<file path="src/acs_defines.svh">
`ifndef ACS_DEFINES_SVH
`define ACS_DEFINES_SVH

// Field positions inside the upper nibble of converter_control_reg
`define ACS_CONV_SEL_MSB 3
`define ACS_CONV_SEL_LSB 2
`define ACS_SAMP_SEL_MSB 1
`define ACS_SAMP_SEL_LSB 0

// conv_clock_select codes
`define ACS_CONV_SEL_24 2'h0
`define ACS_CONV_SEL_RSV 2'h1
`define ACS_CONV_SEL_96 2'h2
`define ACS_CONV_SEL_48 2'h3

// conversion_clock_period lengths in cpu_half_period units
`define ACS_TCC_LEN_24 7'h18
`define ACS_TCC_LEN_48 7'h30
`define ACS_TCC_LEN_96 7'h60

// Sample phase lasts two sample clock periods
`define ACS_SAMPLE_PERIODS 5'h2

// Conversion phase step counts
`define ACS_DECISION_STEPS 5'h0A
`define ACS_EQUALIZE_STEPS 5'h04
`define ACS_CONV_STEPS 5'h0E

// Result register load time in cpu_half_period units
`define ACS_LOAD_HALF_PERIODS 5'h04

// First trial word of the approximation
`define ACS_TRIAL_INIT 10'h200

`endif

</file>
<file path="src/acs_pkg.sv">
`default_nettype none
package acs_pkg;

  // Sequencer phases
  typedef enum logic [1:0] {
    st_idle,
    st_sample,
    st_convert,
    st_load
  } acs_state_t;

endpackage : acs_pkg
`default_nettype wire

</file>
<file path="src/acs_tmr_if.sv">
`timescale 1ns/1ps
`default_nettype none
// Link between sequencer and conversion clock timer
interface acs_tmr_if;
  logic       ce;
  logic       start;
  logic       stop;
  logic [6:0] len;
  logic       expire;

  modport ctl (output ce, output start, output stop, output len, input expire);
  modport tmr (input ce, input start, input stop, input len, output expire);
endinterface : acs_tmr_if
`default_nettype wire

</file>
<file path="src/acs_period_timer.sv">
`timescale 1ns/1ps
`default_nettype none
`include "acs_defines.svh"
module acs_period_timer import acs_pkg::*; (
  // Clock and reset
  input wire logic i_clock,
  input wire logic i_rst_n,
  // Control link
  acs_tmr_if.tmr   t
);

  logic [6:0] cnt_ff;
  logic       run_ff;

  // One expire per conversion_clock_period, counted in half-periods
  assign t.expire = t.ce & run_ff & (cnt_ff == 7'h00);

  ////////////////////////////////////////////////////////////////////////////
  // Down counter reloads itself so periods follow back to back
  always_ff @(posedge i_clock or negedge i_rst_n) begin
    if (!i_rst_n) begin
      cnt_ff <= 7'h00;
      run_ff <= 1'b0;
    end else if (t.ce) begin
      if (t.start) begin
        cnt_ff <= t.len - 7'h01;
        run_ff <= 1'b1;
      end else if (t.stop) begin
        run_ff <= 1'b0;
      end else if (run_ff) begin
        cnt_ff <= (cnt_ff == 7'h00) ? t.len - 7'h01 : cnt_ff - 7'h01;
      end
    end
  end

  a_expire_reload: assert property (@(posedge i_clock) disable iff (!i_rst_n)
    t.expire && !t.stop |=> cnt_ff == $past(t.len) - 7'h01)
    else $error("timer did not reload period length");

endmodule : acs_period_timer
`default_nettype wire

</file>
<file path="src/acs_sequencer.sv">
`timescale 1ns/1ps
`default_nettype none
`include "acs_defines.svh"
// Contract
// - A conversion starts with a sample phase before any bit decision.
// - Ten decision steps, one per result bit, one conversion clock each.
// - Four further conversion clocks equalize; fourteen in the conversion phase.
// - Both selects come from the upper four control register bits.
// - Conversion clock: code 00=24, 10=96, 11=48 half-periods; 01 reserved.
// - Sample clock is conversion clock times 1, 2, 4 or 8.
// - Total: 14 conversion clocks, 2 sample clocks, 4 half-periods for load.
// - All durations are counted in CPU half-periods.
module acs_sequencer import acs_pkg::*; (
  // Clock, reset, enable
  input  wire logic       i_clock,
  input  wire logic       i_rst_n,
  input  wire logic       i_clk_en,
  // Control
  input  wire logic       i_start,
  input  wire logic [3:0] i_converter_control_reg_hi,
  // Analog comparator, asynchronous
  input  wire logic       i_cmp_above,
  // Status and result
  output logic            o_busy,
  output logic            o_sampling,
  output logic            o_equalizing,
  output logic            o_result_loading,
  output logic            o_step_strobe,
  output logic [3:0]      o_bit_index,
  output logic [9:0]      o_trial,
  output logic [9:0]      o_result,
  output logic            o_done
);

  acs_tmr_if tmr ();

  acs_state_t state_ff, nxt_state;
  logic [4:0] phase_ff, nxt_phase;
  logic [1:0] conv_sel_ff, samp_sel_ff;
  logic [6:0] tcc_len_ff;
  logic [4:0] samp_periods;
  logic [3:0] bit_idx;
  logic       decide;
  logic       enter_conv;
  logic       finish;
  logic [9:0] trial_ff, nxt_trial;
  logic       cmp_meta_ff, cmp_sync_ff;
  logic       busy_ff, sampling_ff, equalizing_ff, loading_ff, strobe_ff, done_ff;
  logic [3:0] bit_index_ff;
  logic [9:0] result_ff;

  // Conversion clock length from a select code; reserved code falls back to fastest
  function automatic logic [6:0] tcc_len(input logic [1:0] sel);
    case (sel)
      `ACS_CONV_SEL_96: tcc_len = `ACS_TCC_LEN_96;
      `ACS_CONV_SEL_48: tcc_len = `ACS_TCC_LEN_48;
      default:          tcc_len = `ACS_TCC_LEN_24;
    endcase
  endfunction : tcc_len

  ////////////////////////////////////////////////////////////////////////////
  // Timer link; idle uses live fields so the first period is right at start
  assign tmr.ce  = i_clk_en;
  assign tmr.len = (state_ff == st_idle) ?
                   tcc_len(i_converter_control_reg_hi[`ACS_CONV_SEL_MSB:`ACS_CONV_SEL_LSB]) :
                   tcc_len_ff;
  acs_period_timer u_timer (
    .i_clock (i_clock),
    .i_rst_n (i_rst_n),
    .t       (tmr.tmr)
  );

  // Sample phase length in conversion clocks: two sample clocks
  assign samp_periods = `ACS_SAMPLE_PERIODS << samp_sel_ff;
  assign bit_idx      = 4'h9 - phase_ff[3:0];
  assign decide       = (state_ff == st_convert) && tmr.expire &&
                        (phase_ff < `ACS_DECISION_STEPS);
  assign enter_conv   = (state_ff == st_sample) && (nxt_state == st_convert);
  assign finish       = i_clk_en && (state_ff == st_load) && (nxt_state == st_idle);

  ////////////////////////////////////////////////////////////////////////////
  // Phase sequencing
  always_comb begin
    nxt_state = state_ff;
    nxt_phase = phase_ff;
    tmr.start = 1'b0;
    tmr.stop  = 1'b0;
    case (state_ff)
      st_idle: begin
        if (i_start) begin
          nxt_state = st_sample;
          nxt_phase = 5'h00;
          tmr.start = 1'b1;
        end
      end
      st_sample: begin
        if (tmr.expire) begin
          if (phase_ff == samp_periods - 5'h01) begin
            nxt_state = st_convert;
            nxt_phase = 5'h00;
          end else begin
            nxt_phase = phase_ff + 5'h01;
          end
        end
      end
      st_convert: begin
        if (tmr.expire) begin
          if (phase_ff == `ACS_CONV_STEPS - 5'h01) begin
            nxt_state = st_load;
            nxt_phase = 5'h00;
            tmr.stop  = 1'b1;
          end else begin
            nxt_phase = phase_ff + 5'h01;
          end
        end
      end
      st_load: begin
        // Load counts raw half-periods, not conversion clocks
        if (phase_ff == `ACS_LOAD_HALF_PERIODS - 5'h01) begin
          nxt_state = st_idle;
          nxt_phase = 5'h00;
        end else begin
          nxt_phase = phase_ff + 5'h01;
        end
      end
      default: begin
        nxt_state = st_idle;
        nxt_phase = 5'h00;
      end
    endcase
  end

  // State registers
  always_ff @(posedge i_clock or negedge i_rst_n) begin
    if (!i_rst_n) begin
      state_ff <= st_idle;
      phase_ff <= 5'h00;
    end else if (i_clk_en) begin
      state_ff <= nxt_state;
      phase_ff <= nxt_phase;
    end
  end

  // Timing fields captured once so register writes cannot bend a conversion
  always_ff @(posedge i_clock or negedge i_rst_n) begin
    if (!i_rst_n) begin
      conv_sel_ff <= `ACS_CONV_SEL_24;
      samp_sel_ff <= 2'h0;
      tcc_len_ff  <= `ACS_TCC_LEN_24;
    end else if (i_clk_en && (state_ff == st_idle) && i_start) begin
      conv_sel_ff <= i_converter_control_reg_hi[`ACS_CONV_SEL_MSB:`ACS_CONV_SEL_LSB];
      samp_sel_ff <= i_converter_control_reg_hi[`ACS_SAMP_SEL_MSB:`ACS_SAMP_SEL_LSB];
      tcc_len_ff  <= tmr.len;
    end
  end

  ////////////////////////////////////////////////////////////////////////////
  // Comparator synchroniser; only the second stage is used
  always_ff @(posedge i_clock or negedge i_rst_n) begin
    if (!i_rst_n) begin
      cmp_meta_ff <= 1'b0;
      cmp_sync_ff <= 1'b0;
    end else if (i_clk_en) begin
      cmp_meta_ff <= i_cmp_above;
      cmp_sync_ff <= cmp_meta_ff;
    end
  end

  // Literal cannot be bit-selected, so the first trial word gets a name
  localparam logic [9:0] trial_init = `ACS_TRIAL_INIT;

  // Per bit: keep or drop the tested bit, then try the next lower one
  for (genvar b = 0; b < 10; b++) begin : g_sar
    assign nxt_trial[b] = enter_conv ? trial_init[b] :
                          (decide && bit_idx == 4'(b))         ? cmp_sync_ff :
                          (decide && bit_idx == 4'(b + 1))     ? 1'b1 :
                          trial_ff[b];
  end

  always_ff @(posedge i_clock or negedge i_rst_n) begin
    if (!i_rst_n) begin
      trial_ff <= 10'h000;
    end else if (i_clk_en) begin
      trial_ff <= nxt_trial;
    end
  end

  ////////////////////////////////////////////////////////////////////////////
  // Output flops
  always_ff @(posedge i_clock or negedge i_rst_n) begin
    if (!i_rst_n) begin
      busy_ff       <= 1'b0;
      sampling_ff   <= 1'b0;
      equalizing_ff <= 1'b0;
      loading_ff    <= 1'b0;
      strobe_ff     <= 1'b0;
      bit_index_ff  <= 4'h0;
      result_ff     <= 10'h000;
      done_ff       <= 1'b0;
    end else if (i_clk_en) begin
      busy_ff       <= (nxt_state != st_idle);
      sampling_ff   <= (nxt_state == st_sample);
      equalizing_ff <= (nxt_state == st_convert) && (nxt_phase >= `ACS_DECISION_STEPS);
      loading_ff    <= (nxt_state == st_load);
      strobe_ff     <= decide;
      bit_index_ff  <= decide ? bit_idx : bit_index_ff;
      done_ff       <= finish;
      if (finish) begin
        result_ff <= trial_ff;
      end
    end
  end

  assign o_busy           = busy_ff;
  assign o_sampling       = sampling_ff;
  assign o_equalizing     = equalizing_ff;
  assign o_result_loading = loading_ff;
  assign o_step_strobe    = strobe_ff;
  assign o_bit_index      = bit_index_ff;
  assign o_trial          = trial_ff;
  assign o_result         = result_ff;
  assign o_done           = done_ff;

  ////////////////////////////////////////////////////////////////////////////
  // Checking helpers: enabled-cycle counts per conversion
  logic [11:0] busy_cyc_ff, samp_cyc_ff, exp_total;
  logic [3:0]  strobe_cnt_ff, load_cyc_ff;
  logic [11:0] tcc12;
  assign tcc12     = 12'(tcc_len_ff);
  assign exp_total = 12'(14 * tcc12) + 12'((tcc12 << samp_sel_ff) << 1) + 12'h004;

  always_ff @(posedge i_clock or negedge i_rst_n) begin
    if (!i_rst_n) begin
      busy_cyc_ff   <= 12'h000;
      samp_cyc_ff   <= 12'h000;
      strobe_cnt_ff <= 4'h0;
      load_cyc_ff   <= 4'h0;
    end else if (i_clk_en) begin
      if (state_ff == st_idle) begin
        busy_cyc_ff   <= 12'h000;
        samp_cyc_ff   <= 12'h000;
        strobe_cnt_ff <= 4'h0;
        load_cyc_ff   <= 4'h0;
      end else begin
        busy_cyc_ff   <= busy_cyc_ff + 12'h001;
        samp_cyc_ff   <= samp_cyc_ff + {11'h000, state_ff == st_sample};
        strobe_cnt_ff <= strobe_cnt_ff + {3'h0, decide};
        load_cyc_ff   <= load_cyc_ff + {3'h0, state_ff == st_load};
      end
    end
  end

  a_sample_first: assert property (@(posedge i_clock) disable iff (!i_rst_n)
    $rose(busy_ff) |-> sampling_ff && strobe_cnt_ff == 4'h0)
    else $error("conversion did not open with sampling");
  a_ten_decisions: assert property (@(posedge i_clock) disable iff (!i_rst_n)
    $rose(done_ff) |-> strobe_cnt_ff == 4'hA)
    else $error("decision step count is not ten");
  a_fourteen_steps: assert property (@(posedge i_clock) disable iff (!i_rst_n)
    $rose(done_ff) |-> busy_cyc_ff - samp_cyc_ff - 12'(load_cyc_ff) == 12'(14 * tcc12))
    else $error("conversion phase is not fourteen clocks");
  a_field_select: assert property (@(posedge i_clock) disable iff (!i_rst_n)
    i_clk_en && state_ff == st_idle && i_start |=>
      samp_sel_ff == $past(i_converter_control_reg_hi[1:0]))
    else $error("sample select not taken from control field");
  a_tcc_decode: assert property (@(posedge i_clock) disable iff (!i_rst_n)
    busy_ff |-> (conv_sel_ff == 2'h2) ? tcc_len_ff == 7'h60 :
                (conv_sel_ff == 2'h3) ? tcc_len_ff == 7'h30 : tcc_len_ff == 7'h18)
    else $error("conversion clock length wrong for select");
  a_sample_length: assert property (@(posedge i_clock) disable iff (!i_rst_n)
    i_clk_en && enter_conv |=> samp_cyc_ff == 12'((tcc12 << samp_sel_ff) << 1))
    else $error("sample phase length wrong");
  a_total_time: assert property (@(posedge i_clock) disable iff (!i_rst_n)
    $rose(done_ff) |-> busy_cyc_ff == exp_total && load_cyc_ff == 4'h4)
    else $error("total conversion time wrong");
  a_fields_held: assert property (@(posedge i_clock) disable iff (!i_rst_n)
    busy_ff && $past(busy_ff) |-> $stable(tcc_len_ff) && $stable(samp_sel_ff))
    else $error("timing fields changed mid conversion");

  c_done_fast: cover property (@(posedge i_clock) disable iff (!i_rst_n)
    $rose(done_ff) && conv_sel_ff == 2'h0 && samp_sel_ff == 2'h0);
  c_done_slow: cover property (@(posedge i_clock) disable iff (!i_rst_n)
    $rose(done_ff) && conv_sel_ff == 2'h2 && samp_sel_ff == 2'h3);
  c_restart: cover property (@(posedge i_clock) disable iff (!i_rst_n)
    done_ff && i_clk_en && i_start ##1 sampling_ff);

endmodule : acs_sequencer
`default_nettype wire

</file>
<file path="config.mk">
export PLATFORM = sky130hd
export DESIGN_NAME = acs_sequencer
export DESIGN_NICKNAME = d
export VERILOG_FILES = /design/src/acs_pkg.sv /design/src/acs_tmr_if.sv /design/src/acs_period_timer.sv /design/src/acs_sequencer.sv
export VERILOG_INCLUDE_DIRS = /design/src
export SDC_FILE = /design/constraint.sdc
export NUM_CORES = 1
export LEC_CHECK = 0
export ABC_AREA = 1
export BUFFER_PORTS_ARGS = -buffer_cell sky130_fd_sc_hd__buf_2
export CORE_MARGIN = 2
export CORE_UTILIZATION = 45
export DETAILED_ROUTE_END_ITERATION = 16
export GPL_TIMING_DRIVEN = 0
export PLACE_DENSITY = 0.68
export SETUP_SLACK_MARGIN = 0.02
export SKIP_LAST_GASP = 1
export SLEW_MARGIN = 30
export SYNTH_ARGS = -nofsm -noshare
export SYNTH_HDL_FRONTEND = slang
export SYNTH_SLANG_ARGS = --single-unit
</file>
<file path="constraint.sdc">
create_clock -name i_clock -period 3.3 [get_ports i_clock]
set_clock_uncertainty 0.15 [all_clocks]
set_input_delay 0.99 -clock i_clock [delete_from_list [all_inputs] [get_ports i_clock]]
set_output_delay 0.99 -clock i_clock [all_outputs]
set_load 0.01 [all_outputs]
</file>
==> impl_metrics.ini <==
[run_status]
outcome = finished clean

[global_route]
grt_pass1_wl_um = 11800
grt_util_all_layers_pct = 18.8
grt-ovfl-total = 0
grt_max_degree = 57
antenna_found_initial = 0
grt_pass1_vias = 2613

[detailed_routing]
drc = 0
vias = 2776
dr.first_iter.drc_count = 128
antenna_left = 0
postRouteWirelength_um = 6840
avgRoutedWirePerCell_um = 12.4
firstDrtPassIters = 8
vias_per_cell = 5.04

[clocking]
cts_setup_buffers = 0
cts-root-buf = clkbuf_8
cts_buffer_depth = 2
path_clk_slew_ns = 0.10
cts-resized-gates = 0
cts_tree = built
clkLatencyLatePin_ns = 0.31
htreeDepth = 2
cts-buffers-inserted = 5
cts_hold_buf = 0
clock_sinks = 56

[power]
total_power_mw = 2.56
p_leak_nw = 1.88
ir_drop_mv = 0.281
p_per_area_nw_per_um2 = 707

[logic_synthesis]
synth_area_um2 = 3210
synth_nets = 426
synthFlopType = dfrtp_1
synth_cell_types = 37
ys_async_sr_fraction_pct = 100
syn_inst = 409
ys_seq_area_share_pct = 43.7
avgSynthCellArea_um2 = 7.85
ys.warnings.count = 0
ys_seq_elements = 56
synth_edf_count = 0

[place]
io_buffer_count = 38
hpwl_um = 5170
placed_cells = 543
routabilityCongestion = 0.872
place_ws_ns = 0.496

[critical_path]
cp.required_ns = 3.36
crit_top_cell = nand3_2
crit_arrival_ns = 2.61
path_class = reg2reg
reg2reg_from = phase_ff[0]
cp-start-kind = flip-flop
worstPathMaxFanout = 10
critical_path.endpoint_type = flip-flop
path_cells = ha_1, nand2_1, nor3_1, nor2_1, inv_1, nand3_2, nor3_4, nand3_2, buf_6, nand2_2, o21ai_2
slowest_delay_ns = 0.57
cp-startpoint = phase_ff[0]
slowest_stage = dfrtp_1
crit_buf_inv = 2
cpLargestDelayFamily = simple AND/OR/NAND/NOR gates

[min_path]
min-delay-start = tcc_len_ff[0]
hold_class = reg2reg

[cells_and_area]
stdcell_count = 551
synthToLayoutAreaGrowth_pct = 12.5
final_cell_mix = nand2_1, inv_1, dfrtp_1
nNetsFinal = 471
fill_cells = 699
fin_util_pct = 52.9
final_common_cell = nand2_1
drive_gt1_share_pct = 20.2
diodes = 0

[flow_run]
max_cap_violations = 0

[die]
rows = 30
fp.dieH_um = 88.5
start_util_pct = 47.0
num_io_pins = 39
die-area_um2 = 7830
die_w_um = 88.5
coreArea_um2 = 6830

[timing]
finalHoldViolCount = 0
period_needed_ns = 2.55
rsz0062_at_grt = no
tightestPinTransition_ns = 0.701
fin_tns_setup_ns = 0
slew_violations = 0
timing.final.crit_share_pct = 77.2
max_freq_ghz = 0.393
setup_viol = 0
fin_ws_ns = 0.753
max_slew_margin_pct = 53.1
==> synth_stat cells, types with 3 or more instances <==
library cell / count / area, µm²
nand2_2: 11 / 68.8
nor3_1: 10 / 50.1
dfrtp_1: 54 / 1350
xor2_1: 6 / 52.6
buf_6: 3 / 33.8
o21a_1: 3 / 22.5
nand2_1: 96 / 360
nor2_4: 3 / 33.8
inv_1: 55 / 206
inv_2: 4 / 15.0
clkbuf_1: 3 / 11.3
ha_1: 8 / 100
nand3_2: 3 / 30.0
a41oi_1: 4 / 35.0
o21ai_0: 33 / 165
nor2_1: 37 / 139
a21oi_1: 15 / 75.1
o21ai_2: 11 / 96.3
nand3_1: 26 / 130
==> worst paths after layout <==
path | end | slack (ns) | depth (start not counted)
min | tcc_len_ff[0] | 0.33 | 2
min in group asynchronous | o_result[9] | 0.56 | 1
max | o_result[1] | 0.75 | 11
min reg2reg | tcc_len_ff[0] | 0.33 | 2
max reg2reg | o_result[1] | 0.75 | 11
max in group asynchronous | u_timer.cnt_ff[5] | 1.97 | 1
==> per-stage QoR <==
| stage | hold slack, ns | instance area (µm²) |
|---|---|---|
| after CTS | 0.331 | 3610 |
| final | 0.327 | 3610 |
| after detailed placement | 0.307 | 3520 |
| after global routing | 0.361 | 3610 |
| after global placement | 0.302 | 3520 |
| after floorplan | 0.286 | 3210 |
==> layer usage <==
| layer | GRT usage, % | vias to the layer above | part of all wire, % |
|---|---|---|---|
| met5 | 0 | - | 0 |
| met4 | 4.41 | 0 | 1.1 |
| met3 | 2.89 | 8 | 3.2 |
| met2 | 33.2 | 59 | 49 |
| met1 | 24.2 | 1307 | 46 |
| li1 | - | 1402 | - |
==> where the power goes <==
part,switching [mW],total [mW],internal (mW),leakage (nW)
Combinational,0.735,1.15,0.414,1.14
Clock,0.232,0.383,0.151,0.0445
Sequential,0.147,1.02,0.875,0.693
==> cell type report <==
class | instances | area (µm²) | share of cell area (%)
multi-input combinational | 285 | 1530 | 42.2
sequential | 56 | 1400 | 38.9
inverter | 60 | 226 | 6.27
timing repair buffer | 38 | 193 | 5.33
tap | 96 | 120 | 3.32
clock buffer | 5 | 68.8 | 1.90
buffer | 8 | 55.1 | 1.52
clock inverter | 3 | 21.3 | 0.589
==> state kept, by name (all words and copies together), names as in the netlist <==
| register | count |
|---|---|
| o_result | 10 |
| o_trial | 10 |
| tcc_len_ff | 7 |
| u_timer.cnt_ff | 7 |
| phase_ff | 5 |
| o_bit_index | 4 |
| samp_sel_ff | 2 |
| state_ff | 2 |
| cmp_meta_ff | 1 |
| cmp_sync_ff | 1 |
| o_busy | 1 |
| o_done | 1 |
| o_equalizing | 1 |
| o_result_loading | 1 |
| o_sampling | 1 |
| o_step_strobe | 1 |
| u_timer.run_ff | 1 |
==> cells by family after synthesis <==
| logic type | after synthesis | synth area share, % |
|---|---|---|
| compound gates | 74 | 14.1 |
| flops | 56 | 43.7 |
| simple gates | 197 | 28.6 |
| buf+inv | 68 | 8.77 |
| fa+ha+maj | 8 | 3.12 |
| xor+xnor | 6 | 1.64 |
==> worst register-to-register path: cells and delay by family, from the launching register on <==
kind	cells	cell delay [ns]
compound gates	1	0.04
flops	1	0.57
buf+inv	2	0.32
fa+ha+maj	1	0.34
simple gates	7	1.04
(Power assumes the default switching activity.)
